## config.mk

```make
export PLATFORM = sky130hd
export DESIGN_NAME = adc_core_timing_offset_trim_bank
export DESIGN_NICKNAME = d
export VERILOG_FILES = /design/src/hw/trim_bank_pkg.sv /design/src/hw/adc_core_timing_offset_trim_bank.sv
export VERILOG_INCLUDE_DIRS = /design/src /design/src/hw
export SDC_FILE = /design/constraint.sdc
export NUM_CORES = 1
export LEC_CHECK = 0
export BUFFER_PORTS_ARGS = -buffer_cell sky130_fd_sc_hd__buf_2
export CORE_UTILIZATION = 52
export CTS_CLUSTER_SIZE = 30
export DETAILED_ROUTE_END_ITERATION = 10
export PLACE_DENSITY = 0.75
export SLEW_MARGIN = 20
export SYNTH_ARGS = -nofsm -noshare
export SYNTH_HDL_FRONTEND = slang
export SYNTH_SLANG_ARGS = --single-unit
```

## constraint.sdc

```tcl
create_clock -name REF_CLK -period 2.4 [get_ports REF_CLK]
set_input_delay 0 -clock REF_CLK [delete_from_list [all_inputs] [get_ports REF_CLK]]
set_output_delay 0 -clock REF_CLK [all_outputs]
set_load 0.1 [all_outputs]
```

## src/hw/trim_bank_defines.svh

```systemverilog
// offsets, field positions, reset values and counts of the core trim bank
`ifndef TRIM_BANK_DEFINES_SVH
`define TRIM_BANK_DEFINES_SVH

// register byte offsets on the register port
`define OFS_CORE_B_SINGLE_IN1_TIMING_TRIM 12'h315
`define OFS_CORE_A_SINGLE_IN2_TIMING_TRIM 12'h31a
`define OFS_CORE_B_SINGLE_IN2_TIMING_TRIM 12'h31b
`define OFS_CORE_A_DUAL_IN1_OFFSET_TRIM   12'h344
`define OFS_CORE_A_DUAL_IN2_OFFSET_TRIM   12'h346
`define OFS_CORE_A_SINGLE_IN1_OFFSET_TRIM 12'h348

// slot index of each register inside the bank and in the fuse memory
`define IDX_B_SINGLE_IN1_TIMING 3'h0
`define IDX_A_SINGLE_IN2_TIMING 3'h1
`define IDX_B_SINGLE_IN2_TIMING 3'h2
`define IDX_A_DUAL_IN1_OFFSET   3'h3
`define IDX_A_DUAL_IN2_OFFSET   3'h4
`define IDX_A_SINGLE_IN1_OFFSET 3'h5
`define TRIM_LAST_IDX           3'h5

// field layout
`define TIMING_TRIM_MSB   7
`define OFFSET_TRIM_MSB   11
`define OFFSET_RSVD_MSB   15
`define OFFSET_RSVD_LSB   12
`define TIMING_TRIM_MASK  16'h00ff
`define OFFSET_REG_MASK   16'hffff

// reset values before the fuse load
`define TIMING_TRIM_RESET 16'h0000
`define OFFSET_TRIM_RESET 16'h0000

`endif

```

## src/hw/trim_bank_pkg.sv

```systemverilog
// types shared by the core trim bank
package trim_bank_pkg;

	// fuse load sequencer, one-hot
	typedef enum logic [2:0] {
		ST_FUSE_REQ  = 3'b001,
		ST_FUSE_WAIT = 3'b010,
		ST_RUN       = 3'b100
	} load_state_e;

	// current converter configuration
	typedef struct packed {
		logic single_mode;   // 1 = single channel, 0 = dual channel
		logic fg_cal_en;     // foreground calibration enabled
		logic second_input;  // 1 = second analog input, 0 = first
	} route_cfg_s;

	// trims routed to the cores
	typedef struct packed {
		logic        a_timing_vld;
		logic [7:0]  a_timing;
		logic        b_timing_vld;
		logic [7:0]  b_timing;
		logic        a_offset_vld;
		logic [11:0] a_offset;
	} trim_out_s;

	// whole state of the bank
	typedef struct packed {
		load_state_e      state;
		logic [2:0]       fuse_idx;
		logic             fuse_rd;
		logic [5:0][15:0] trim;
		logic [15:0]      rdata;
		trim_out_s        route;
	} bank_state_s;

endpackage

```

## src/hw/adc_core_timing_offset_trim_bank.sv

```systemverilog
// calibration trim register bank for converter cores a and b
// Function
// [RULE1] offset 0x315 timing trim drives core b: single mode, calibration on, first input.
// [RULE2] offset 0x31a timing trim drives core a: single mode, calibration on, second input.
// [RULE3] offset 0x31b timing trim drives core b: single mode, calibration on, second input.
// [RULE4] offset 0x344 12-bit offset trim drives core a: dual mode, calibration, first input.
// [RULE5] offset 0x346 12-bit offset trim drives core a: dual mode, calibration, second input.
// [RULE6] offset 0x348 offset trim drives core a in single mode on first input.
// [RULE7] offset registers keep bits 15:12 as read-write reserved, reset zero.
// [RULE8] after reset every trim is loaded with its factory value from fuse memory.
// [RULE9] timing trims shift sampling instant; software reads back and overwrites them.
// [RULE10] each core gets only the trims whose conditions match; others have no effect.
//
// Local design decision: the strobed register port.
`timescale 1ns/1ps

`include "trim_bank_defines.svh"

module adc_core_timing_offset_trim_bank (
	// clock and reset
	input  wire logic                      REF_CLK,
	input  wire logic                      ARST_N,
	// register port
	input  wire logic [11:0]               ADDR,
	input  wire logic [15:0]               WDATA,
	input  wire logic                      WR,
	input  wire logic                      RD,
	output logic [15:0]                    RDATA,
	// fuse memory, data captured at the edge that ends the read strobe cycle
	output logic                           FUSE_RD,
	output logic [2:0]                     FUSE_ADDR,
	input  wire logic [15:0]               FUSE_DATA,
	output logic                           LOAD_DONE,
	// converter configuration and routed trims
	input  wire trim_bank_pkg::route_cfg_s CFG,
	output trim_bank_pkg::trim_out_s       TRIM
);
	import trim_bank_pkg::*;

	// ==========================================================
	// helpers
	// ==========================================================

	// one-hot slot select for a register address, zero when unmapped
	function automatic logic [5:0] slot_hit(input logic [11:0] a);
		logic [5:0] h;
		h = 6'h00;
		h[`IDX_B_SINGLE_IN1_TIMING] = (a == `OFS_CORE_B_SINGLE_IN1_TIMING_TRIM);
		h[`IDX_A_SINGLE_IN2_TIMING] = (a == `OFS_CORE_A_SINGLE_IN2_TIMING_TRIM);
		h[`IDX_B_SINGLE_IN2_TIMING] = (a == `OFS_CORE_B_SINGLE_IN2_TIMING_TRIM);
		h[`IDX_A_DUAL_IN1_OFFSET]   = (a == `OFS_CORE_A_DUAL_IN1_OFFSET_TRIM);
		h[`IDX_A_DUAL_IN2_OFFSET]   = (a == `OFS_CORE_A_DUAL_IN2_OFFSET_TRIM);
		h[`IDX_A_SINGLE_IN1_OFFSET] = (a == `OFS_CORE_A_SINGLE_IN1_OFFSET_TRIM);
		return h;
	endfunction

	// storable bits of a slot: timing slots hold 8 bits, offset slots all 16
	function automatic logic [15:0] slot_mask(input logic [2:0] idx);
		logic [15:0] m;
		m = (idx <= `IDX_B_SINGLE_IN2_TIMING) ? `TIMING_TRIM_MASK : `OFFSET_REG_MASK;
		return m;
	endfunction

	// ==========================================================
	// state
	// ==========================================================

	localparam bank_state_s RESET_STATE = '{
		state:    ST_FUSE_REQ,
		fuse_idx: 3'h0,
		fuse_rd:  1'b0,
		trim:     {`OFFSET_TRIM_RESET, `OFFSET_TRIM_RESET, `OFFSET_TRIM_RESET,
		           `TIMING_TRIM_RESET, `TIMING_TRIM_RESET, `TIMING_TRIM_RESET},
		rdata:    16'h0000,
		route:    '0
	};

	bank_state_s st_q;
	bank_state_s st_d;
	logic [5:0]  hit;
	logic        single;
	logic        dual;
	logic        in1;
	logic        in2;
	logic        fg;

	assign hit    = slot_hit(ADDR);
	assign single = CFG.single_mode;
	assign dual   = ~CFG.single_mode;
	assign in1    = ~CFG.second_input;
	assign in2    = CFG.second_input;
	assign fg     = CFG.fg_cal_en;

	// ==========================================================
	// next state
	// ==========================================================

	always_comb begin
		st_d         = st_q;
		st_d.fuse_rd = 1'b0;
		st_d.rdata   = 16'h0000;

		// fuse load sequence; software writes are dropped until it ends
		// so a half loaded bank never mixes user and factory values
		unique case (st_q.state)
			ST_FUSE_REQ: begin
				st_d.fuse_rd = 1'b1;
				st_d.state   = ST_FUSE_WAIT;
			end
			ST_FUSE_WAIT: begin
				st_d.trim[st_q.fuse_idx] = FUSE_DATA & slot_mask(st_q.fuse_idx); // RULE8 RULE7
				if (st_q.fuse_idx == `TRIM_LAST_IDX) begin
					st_d.state = ST_RUN;
				end else begin
					st_d.fuse_idx = st_q.fuse_idx + 3'h1;
					st_d.state    = ST_FUSE_REQ;
				end
			end
			ST_RUN: begin
				// software overwrite of the factory values
				if (WR) begin
					for (int i = 0; i < 6; i++) begin
						if (hit[i]) begin
							st_d.trim[i] = WDATA & slot_mask(3'(i)); // RULE9 RULE7
						end
					end
				end
			end
		endcase

		// read back, unmapped addresses answer zero
		if (RD) begin
			for (int i = 0; i < 6; i++) begin
				if (hit[i]) begin
					st_d.rdata = st_q.trim[i]; // RULE9
				end
			end
		end

		// routing: each output carries only the trim whose conditions hold now
		st_d.route = '0;
		if (single && fg && in2) begin
			st_d.route.a_timing_vld = 1'b1; // RULE2 RULE10
			st_d.route.a_timing     = st_q.trim[`IDX_A_SINGLE_IN2_TIMING][`TIMING_TRIM_MSB:0]; // RULE2
		end
		if (single && fg && in1) begin
			st_d.route.b_timing_vld = 1'b1; // RULE1 RULE10
			st_d.route.b_timing     = st_q.trim[`IDX_B_SINGLE_IN1_TIMING][`TIMING_TRIM_MSB:0]; // RULE1
		end else if (single && fg && in2) begin
			st_d.route.b_timing_vld = 1'b1; // RULE3 RULE10
			st_d.route.b_timing     = st_q.trim[`IDX_B_SINGLE_IN2_TIMING][`TIMING_TRIM_MSB:0]; // RULE3
		end
		// the reserved nibble never reaches the core
		if (dual && fg && in1) begin
			st_d.route.a_offset_vld = 1'b1; // RULE4 RULE10
			st_d.route.a_offset     = st_q.trim[`IDX_A_DUAL_IN1_OFFSET][`OFFSET_TRIM_MSB:0]; // RULE4
		end else if (dual && fg && in2) begin
			st_d.route.a_offset_vld = 1'b1; // RULE5 RULE10
			st_d.route.a_offset     = st_q.trim[`IDX_A_DUAL_IN2_OFFSET][`OFFSET_TRIM_MSB:0]; // RULE5
		end else if (single && in1) begin
			st_d.route.a_offset_vld = 1'b1; // RULE6 RULE10
			st_d.route.a_offset     = st_q.trim[`IDX_A_SINGLE_IN1_OFFSET][`OFFSET_TRIM_MSB:0]; // RULE6
		end
	end

	// ==========================================================
	// registers
	// ==========================================================

	// single state register; reset takes constants only
	always_ff @(posedge REF_CLK or negedge ARST_N) begin
		if (!ARST_N) begin
			st_q <= RESET_STATE;
		end else begin
			st_q <= st_d;
		end
	end

	// outputs straight from flip-flops, except LOAD_DONE, which is decoded from the state register
	assign RDATA     = st_q.rdata;
	assign FUSE_RD   = st_q.fuse_rd;
	assign FUSE_ADDR = st_q.fuse_idx;
	assign LOAD_DONE = (st_q.state == ST_RUN);
	assign TRIM      = st_q.route;

endmodule

```

==> impl_metrics.json, run 1 <==
{
  "status": "finished, violations left",
  "violations": "DRC",
  "end_kind": "flop",
  "synth.net_count": 824,
  "crit_buf_inv": 1,
  "synthTopCellsByCount": "dfrtp_1, o21ai_0, a21oi_1",
  "rsz0062_at_grt": "false",
  "gp_congestion": 0.915,
  "drv_cap": 0,
  "dpl-instance-area_sq_um": 8120,
  "cpMostUsedCell": "o21ai_0",
  "ys_seq_area_frac": 0.479,
  "dieArea_sq_um": 15600,
  "arrival_ns": 2.64,
  "startpoint_type": "flop",
  "cts_root_buf": "clkbuf_16",
  "slew_headroom": 0.510,
  "synth_edf_count": 0,
  "dp_hpwl_mm": 14.5,
  "final_nets": 885,
  "ys_ff_latch": 150,
  "finalHoldWorstSlack_ns": 0.0164,
  "clock_latency_ns": 0.43,
  "timing.final.crit_share": 0.948,
  "io_buffers": 102,
  "fin_skew_ns": 0.00863,
  "cp_top_family": "compound AO/OA/AOI/OAI gates",
  "wl_mm": 21.2,
  "path_class": "reg2reg",
  "worst_r2r_path_depth": 6,
  "clk_transition_reported_paths_ns": 0.06,
  "antenna_found_initial": 0,
  "fin_util": 0.611,
  "synthFlopType": "dfrtp_1",
  "grt_max_degree": 63,
  "grt_pass1_vias": 6228,
  "synth_compound_area_frac": 0.174,
  "ys_types": 61,
  "ys_warn_count": 0,
  "synth_area_sq_um": 7850,
  "start_util": 0.536,
  "grt_usage": 0.283,
  "worstMarginPinSlew_ns": 0.729,
  "post_drt_wl_per_cell_um": 20.6,
  "drt_first_pass_iters": 8,
  "area_delta_synth_final_pct": 14.0,
  "path_cells": "inv_2 > ha_1 > nor2b_1 > o21ai_0 > o21ai_0 > mux2_2",
  "synth_area_leaders": "dfrtp_1, mux2i_1, buf_4",
  "max_stage_delay_ns": 0.55,
  "async_flop_share": 1.00,
  "synth_fa_ha_area_frac": 0.00478,
  "yosysTopAreaCell": "dfrtp_1",
  "die_x_um": 125,
  "htree_levels": 4,
  "vias_per_cell": 6.02,
  "ant_nets": 0,
  "drive_gt1_frac": 0.239,
  "synthSimpleGateAreaFrac": 0.111,
  "drc_errors": 12,
  "setup_ws_ns": 0.125,
  "synth_most_common_cell": "dfrtp_1",
  "cp_max_fo": 9,
  "cts_buffers": 17,
  "hold_viol_final": 0,
  "avgSynthCellArea_sq_um": 10.2,
  "whs_path_depth": 3,
  "cts_sinks": 150,
  "design.core.area_sq_um": 14600,
  "drtIter0Drc": 584,
  "antenna_cells": 0,
  "critical_path_required_ns": 2.77,
  "synth_top_cell_area_share": 0.475,
  "grt_overflow_total": 0,
  "clockBufferDepth": 2,
  "maxSlewViolCount": 0,
  "vdd_ir_drop_max_mv": 0.399,
  "grt_first_pass_wirelength_mm": 33.8,
  "setup_viol": 0,
  "leakagePower_nw": 4.38,
  "final_area_sq_um": 8940,
  "fmax_mhz": 439,
  "cp.depth": 6,
  "place_ws_ns": -0.00128,
  "synth_cells": 770,
  "io_pins": 103,
  "design_power_total_w": 0.00571,
  "synth_xor_area_frac": 0.00335,
  "cp_slowest_cell": "dfrtp_1",
  "min_path_type": "in2reg",
  "synth_top_family_by_area": "compound AO/OA/AOI/OAI gates",
  "die_h_um": 125,
  "rows": 44,
  "cts_tree": "done",
  "finalCriticalPeriod_ns": 2.28,
  "vias": 6192,
  "synthMuxAreaShare": 0.121,
  "cellPowerDensity_nw_per_um2": 638
}
## worst register-to-register path, delay by kind of cell (launching register included)
kind | cells | cell delay (ns)
compound gates | 2 | 0.67
fa+ha+maj | 1 | 0.22
buf+inv | 1 | 0.14
flops | 1 | 0.55
mux | 1 | 0.19
simple gates | 1 | 0.46
## worst paths after layout
kind / slack, ns / to / startpoint
max: 0.12 / st_q[121] / FUSE_ADDR[0]
min: 0.02 / st_q[93] / FUSE_DATA[14]
max reg2reg: 0.12 / st_q[121] / FUSE_ADDR[0]
min reg2reg: 0.49 / st_q[89] / st_q[89]
max in group asynchronous: 1.44 / TRIM[8] / ARST_N
min in group asynchronous: 0.11 / TRIM[21] / ARST_N
## area by class of cell
type / count / area, sq um
sequential: 150 / 3750
clock buffer: 23 / 478
clock inverter: 9 / 100
fill: 1185 / 5700
tap: 184 / 230
timing repair buffer: 143 / 900
inverter: 55 / 214
multi-input combinational: 464 / 3270
## logic make-up after synthesis
family                     count (synthesis)
and+or+nand+nor                          154
AOI/OAI and AO/OA                        215
buffers and inverters                    156
adders and majority gates                  3
xor gates and xnor gates                   3
DFF                                      150
muxes                                     89
## registers in the layout, indices dropped and copies added (netlist names)
register   cells
FUSE_ADDR      3
FUSE_RD        1
RDATA         16
st_q          99
TRIM          31
## per-stage QoR
stage	TNS (ns)	instances
after global routing	0	1028
final	0	1028
after detailed placement	-0.00128	975
after CTS	0	1028
after global placement	0	975
after floorplan	0	770
## layer usage
layer / wire length (um) / up-vias / GRT usage
met5: 0 / - / 0
met4: 631 / 0 / 0.131
met3: 1670 / 53 / 0.0722
met2: 9510 / 313 / 0.422
met1: 9390 / 3076 / 0.390
li1: - / 2750 / -
## cell usage in the layout, fill, tap and decap left out, types with 17 or more instances in the layout
cell type	count
a21oi_1	58
a22oi_1	27
and2_1	24
buf_2	101
buf_4	19
clkbuf_16	17
dfrtp_1	149
dlygate4sd3_1	20
inv_1	52
mux2_2	28
mux2i_1	57
nand2_1	31
nor2_1	35
nor2b_1	21
o21ai_0	75
## power by group
part           internal, W  switching (W)  total (W)  leakage, nW
sequential         0.00256     0.00000568    0.00256         1.81
combinational     0.000128       0.000404   0.000532         2.28
clock              0.00160        0.00101    0.00261        0.283
## timing repair
item,4_1_cts,5_1_grt
buffers inserted,1,0
setup endpoints to repair,3,5
pin swaps,1,0
endpoints found under the hold margin,116,0
hold buffers,20,0
resized for setup,1,2
No activity file was read; power rests on OpenSTA's default activity.
==> run 2: changes to the inputs <==
Settings changed: PLACE_DENSITY 0.75 to 0.79.
==> run 2 against run 1 <==
  * The flow still finishes with violations (DRC)
  * Combinational power shrank 1%
  * First-iteration DRC count is 16% higher
  * Via count down 2.0%
  * Total power rose by 3.5%
  * Setup slack got worse by 0.027 ns
  * Critical path type is now reg2out
  * Largest cell class unchanged
  * Highest routed layer unchanged
==> impl_metrics.json, run 2 (same netlist as run 1, synthesis figures left out) <==
{
  "status": "finished, violations left",
  "violations": "DRC",
  "final_nets": 887,
  "clockBufferDepth": 2,
  "mostFrequentLayoutCell": "dfrtp_1",
  "drv_cap": 0,
  "clk_transition_reported_paths_ns": 0.06,
  "antenna_cells": 0,
  "slew_headroom": 0.491,
  "vdd_ir_drop_max_mv": 0.502,
  "vias": 6068,
  "htree_levels": 4,
  "gp_congestion": 0.893,
  "cp_max_fo": 16,
  "top_register": "st_q",
  "arrival_ns": 2.30,
  "timing.final.crit_share": 0.959,
  "end_kind": "primary output",
  "dpl-instance-area_sq_um": 8150,
  "r2r_setup_slack_ns": 0.16,
  "final_area_sq_um": 8980,
  "io_buffers": 102,
  "min_path_type": "in2reg",
  "grt_usage": 0.273,
  "rsz0062_at_grt": "false",
  "setup_viol": 0,
  "grt_pass1_vias": 5978,
  "path_class": "reg2out",
  "vias_per_cell": 5.89,
  "grt_max_degree": 67,
  "hold_viol_final": 0,
  "largest_reg_flops": 99,
  "setup_tns_ns": 0,
  "rows": 44,
  "maxSlewViolCount": 0,
  "drc_errors": 12,
  "startpoint_type": "flop",
  "drive_gt1_frac": 0.242,
  "drt_first_pass_iters": 8,
  "path_cells": "or3b_1 > inv_8 > buf_4 > buf_2",
  "fmax_mhz": 434,
  "crit_end": "LOAD_DONE",
  "design.core.area_sq_um": 14600,
  "fin_skew_ns": 0.00867,
  "grt_overflow_total": 0,
  "clock_latency_ns": 0.44,
  "area_delta_synth_final_pct": 14.4,
  "cellPowerDensity_nw_per_um2": 658,
  "finalCriticalPeriod_ns": 2.30,
  "die_h_um": 125,
  "max_stage_delay_ns": 0.53,
  "grt_first_pass_wirelength_mm": 32.6,
  "cts_tree": "done",
  "cts_buffers": 17,
  "io_pins": 103,
  "cts_root_buf": "clkbuf_16",
  "die_x_um": 125,
  "cp_slowest_cell": "or3b_1",
  "antenna_found_initial": 0,
  "setup.worst_path.start": "st_q[149]",
  "leakagePower_nw": 4.40,
  "cts_sinks": 150,
  "worstMarginPinSlew_ns": 0.757,
  "critical_path_required_ns": 2.40,
  "drtIter0Drc": 677,
  "layout_common_cells": "dfrtp_1, buf_2, o21ai_0",
  "r2r-end": "st_q[99]",
  "post_drt_wl_per_cell_um": 19.5,
  "dp_hpwl_mm": 13.9,
  "reg2reg_from": "st_q[149]",
  "holdCritStartpoint": "FUSE_DATA[13]",
  "worst_r2r_path_depth": 6,
  "wl_mm": 20.1,
  "ant_nets": 0,
  "dieArea_sq_um": 15600,
  "start_util": 0.536
}
-- run 2: cell types whose count changed in the layout (fill, tap and decap cells not counted), moves of 2 or more --
cell,previous run,this run
clkinv_4,0,4
bufinv_16,2,4
buf_4,19,23
clkinv_2,5,3
clkbuf_8,3,1
-- run 2: per-stage QoR --
stage / instances / worst slack [ns] / hold WS [ns] / total power, W / util
3_3_place_gp: 979 / 0.220 / 0.00897 / 0.00310 / 0.557
4_1_cts: 1030 / 0.0162 / 0.00533 / 0.00594 / 0.612
5_1_grt: 1030 / 0.00664 / 0.0218 / 0.00607 / 0.613
2_1_floorplan: 770 / 0.295 / -0.296 / 0.00296 / -
3_5_place_dp: 979 / 0.120 / 0.0138 / 0.00310 / 0.557
6_report: 1030 / 0.0979 / 0.0234 / 0.00591 / 0.613
-- run 2: power breakdown --
| group | total, W | switching, W | internal (W) | leakage, nW |
|---|---|---|---|---|
| combinational | 0.000525 | 0.000396 | 0.000130 | 2.28 |
| sequential | 0.00256 | 0.00000611 | 0.00256 | 1.81 |
| clock | 0.00282 | 0.00105 | 0.00177 | 0.304 |
| total | 0.00591 | 0.00146 | 0.00445 | 4.40 |
-- run 2: cell type report --
type	instances	area [sq um]
Timing Repair Buffer	145	900
Inverter	55	214
Multi-Input combinational cell	464	3260
Clock inverter	12	178
Tap cell	184	230
Sequential cell	150	3750
Fill cell	1155	5670
Clock buffer	20	447
-- run 2: repair_timing --
action | CTS | global route
buffers inserted | 0 | 0
endpoints found under the hold margin | 127 | 0
hold buffers | 19 | 0
resized for setup | 0 | 0
-- run 2: how the worst min path moves through the flow --
stage               slack (ns)      endpoint  cells past startpoint
floorplan                -0.30  FUSE_ADDR[0]                      0
global placement         0.009     RDATA[10]                      1
detailed placement        0.01     RDATA[10]                      1
CTS                      0.005      RDATA[5]                      3
global route              0.02      RDATA[5]                      3
finish                    0.02      st_q[92]                      3
-- run 2: worst max-delay path, delay by kind of cell, from the launching register on --
kind / cells / cell delay [ns]
DFF: 1 / 0.45
buffers and inverters: 3 / 0.88
and+or+nand+nor: 1 / 0.53
-- run 2: routing by layer --
metal / GRT usage / wire (um)
met5: 0 / 0
met4: 0.123 / 598
met3: 0.0593 / 1330
met2: 0.413 / 9090
met1: 0.377 / 9090
==> run 3: changes to the inputs <==
Clock period 2.4 ns to 2.15 ns, I/O delays scaled along.
==> run 3 against run 2 <==
  * The flow still finishes with violations (DRC)
  * Clock power grew 21%
  * Total power grew 16%
  * Critical endpoint unchanged
  * Largest cell class unchanged
  * Clock skew shrank 0.0040 ns
  * Flip-flop and latch count is the same
  * Critical path depth is the same
  * Die area is the same
  * Worst hold slack gained 0.019 ns
  * Via count grew 2.7%
==> impl_metrics.json, run 3 (same netlist as run 1, synthesis figures left out) <==
{
  "vias": 6234,
  "rsz0062_at_grt": "false",
  "antenna_cells": 0,
  "maxSlewViolCount": 0,
  "slew_headroom": 0.490,
  "drive_gt1_frac": 0.262,
  "critical_path_required_ns": 2.15,
  "max_stage_delay_ns": 0.46,
  "layout_common_cells": "dfrtp_1, buf_2, o21ai_0",
  "design.core.area_sq_um": 14600,
  "fmax_mhz": 486,
  "status": "finished, violations left",
  "drv_cap": 0,
  "final_nets": 909,
  "timing.final.crit_share": 0.958,
  "hold_end": "st_q[93]",
  "setup_viol": 0,
  "violations": "DRC",
  "drtIter0Drc": 865,
  "largest_reg_flops": 99,
  "cts_buffers": 17,
  "cp_max_fo": 11,
  "fin_skew_ns": 0.00462,
  "fillers": 1165,
  "cts_sinks": 150,
  "seqPwrFrac": 0.416,
  "leakagePower_nw": 4.54,
  "holdCritStartpoint": "FUSE_DATA[14]",
  "r2r_setup_slack_ns": 0.09,
  "cellPowerDensity_nw_per_um2": 742,
  "switchingPower_w": 0.00168,
  "htree_levels": 4,
  "intPower_w": 0.00519,
  "clk_transition_reported_paths_ns": 0.06,
  "ant_nets": 0,
  "grt_overflow_total": 0,
  "antenna_found_initial": 0,
  "register_area_sq_um": 3750,
  "die_h_um": 125,
  "wl_met3_mm": 1.52,
  "hold_viol_final": 0,
  "swShare": 0.245,
  "multi_input_area_sq_um": 3250,
  "grt_first_pass_wirelength_mm": 33.1,
  "finalCriticalPeriod_ns": 2.06,
  "cp_top_family": "buffers and inverters",
  "grt_max_degree": 58,
  "startpoint_type": "flop",
  "post_drt_wl_per_cell_um": 19.5,
  "vias_per_cell": 5.93,
  "route.layer.met1.wl_mm": 9.12,
  "rows": 44,
  "path_cells": "or3b_4 > inv_8 > buf_4 > buf_2",
  "cts_tree": "done",
  "arrival_ns": 2.06,
  "combPwrFrac": 0.087,
  "clockPowerShare": 0.497,
  "finalHoldWorstSlack_ns": 0.0422,
  "worst_r2r_path_depth": 6,
  "cts_root_buf": "clkbuf_16",
  "dieArea_sq_um": 15600,
  "whs_path_depth": 3,
  "dp_hpwl_mm": 14.0,
  "setup_tns_ns": 0,
  "wl_mm": 20.5,
  "io_pins": 103,
  "top_register": "st_q",
  "clock_latency_ns": 0.43,
  "clockBufferDepth": 2,
  "drt_first_pass_iters": 9,
  "path_class": "reg2out",
  "die_x_um": 125,
  "r2r-end": "st_q[108]",
  "grt_usage": 0.278,
  "drc_errors": 12,
  "mostFrequentLayoutCell": "dfrtp_1",
  "min_path_type": "in2reg",
  "end_kind": "primary output",
  "worstMarginPinSlew_ns": 0.757,
  "vdd_ir_drop_max_mv": 0.568,
  "cp_slowest_cell": "or3b_4",
  "highest_layer": "met4",
  "crit_buf_inv": 3,
  "reg2reg_from": "st_q[147]",
  "met2_length_mm": 9.37,
  "start_util": 0.536,
  "io_buffers": 102,
  "area_delta_synth_final_pct": 17.9,
  "grt_pass1_vias": 6035,
  "gp_congestion": 0.870
}
-- run 3: changes by cell type in the layout (fill, tap and decap cells not counted), moves of 2 or more --
cell,change
buf_4,+15
clkinv_2,-2
clkinv_4,-3
clkbuf_1,-2
bufinv_16,+2
dlygate4sd3_1,+3
clkinvlp_4,+4
buf_12,+4
-- run 3: cell type report --
cell class                      count  share of cell area
Timing Repair Buffer              167               0.121
Clock inverter                     15              0.0272
Clock buffer                       17              0.0460
Tap cell                          184              0.0249
Inverter                           55              0.0231
Multi-Input combinational cell    464               0.352
Sequential cell                   150               0.406
-- run 3: power groups by stage --
stage | logic [W] | registers (W) | clock network [W]
2_1_floorplan | 0.000392 | 0.00291 | 0
3_3_place_gp | 0.000555 | 0.00291 | 0
3_5_place_dp | 0.000558 | 0.00291 | 0
4_1_cts | 0.000592 | 0.00286 | 0.00343
5_1_grt | 0.000632 | 0.00286 | 0.00357
6_report | 0.000597 | 0.00286 | 0.00341
-- run 3: what timing repair did --
item / CTS / global route
gates resized for setup: 2 / 1
hold buffers: 22 / 0
setup buffers: 1 / 0
endpoints found under the hold margin: 161 / 0
pin swaps: 1 / 0
endpoints found under the setup margin: 9 / 7
-- run 3: through the flow --
| stage | cells | instance area [sq um] | worst slack [ns] | total power, W | util |
|---|---|---|---|---|---|
| floorplan | 770 | 7850 | 0.0447 | 0.00330 | - |
| global placement | 997 | 8320 | -0.0299 | 0.00347 | 0.568 |
| detailed placement | 997 | 8320 | -0.241 | 0.00347 | 0.568 |
| CTS | 1052 | 9250 | 0.0142 | 0.00688 | 0.632 |
| global route | 1052 | 9250 | 0.0425 | 0.00706 | 0.632 |
| finish | 1052 | 9250 | 0.0904 | 0.00687 | 0.632 |
-- run 3: worst max-delay path by stage --
stage	from	endpoint	slack, ns	cells past startpoint
2_1_floorplan	st_q[147]	st_q[109]	0.04	8
5_1_grt	st_q[147]	st_q[104]	0.04	6
3_3_place_gp	st_q[147]	st_q[99]	-0.03	5
6_report	st_q[147]	LOAD_DONE	0.09	4
3_5_place_dp	st_q[147]	st_q[95]	-0.24	5
4_1_cts	st_q[147]	st_q[95]	0.01	5
-- run 3: tightest hold or removal path, stage by stage --
cell and delay (ns):
buf_2 0.09, o21ai_0 0.22, o2bb2ai_1 0.11
-- run 3: per-layer routing --
layer,up-vias,GRT usage
met5,-,0
met4,0,0.0961
met3,50,0.0627
met2,306,0.427
met1,3073,0.388
li1,2805,-
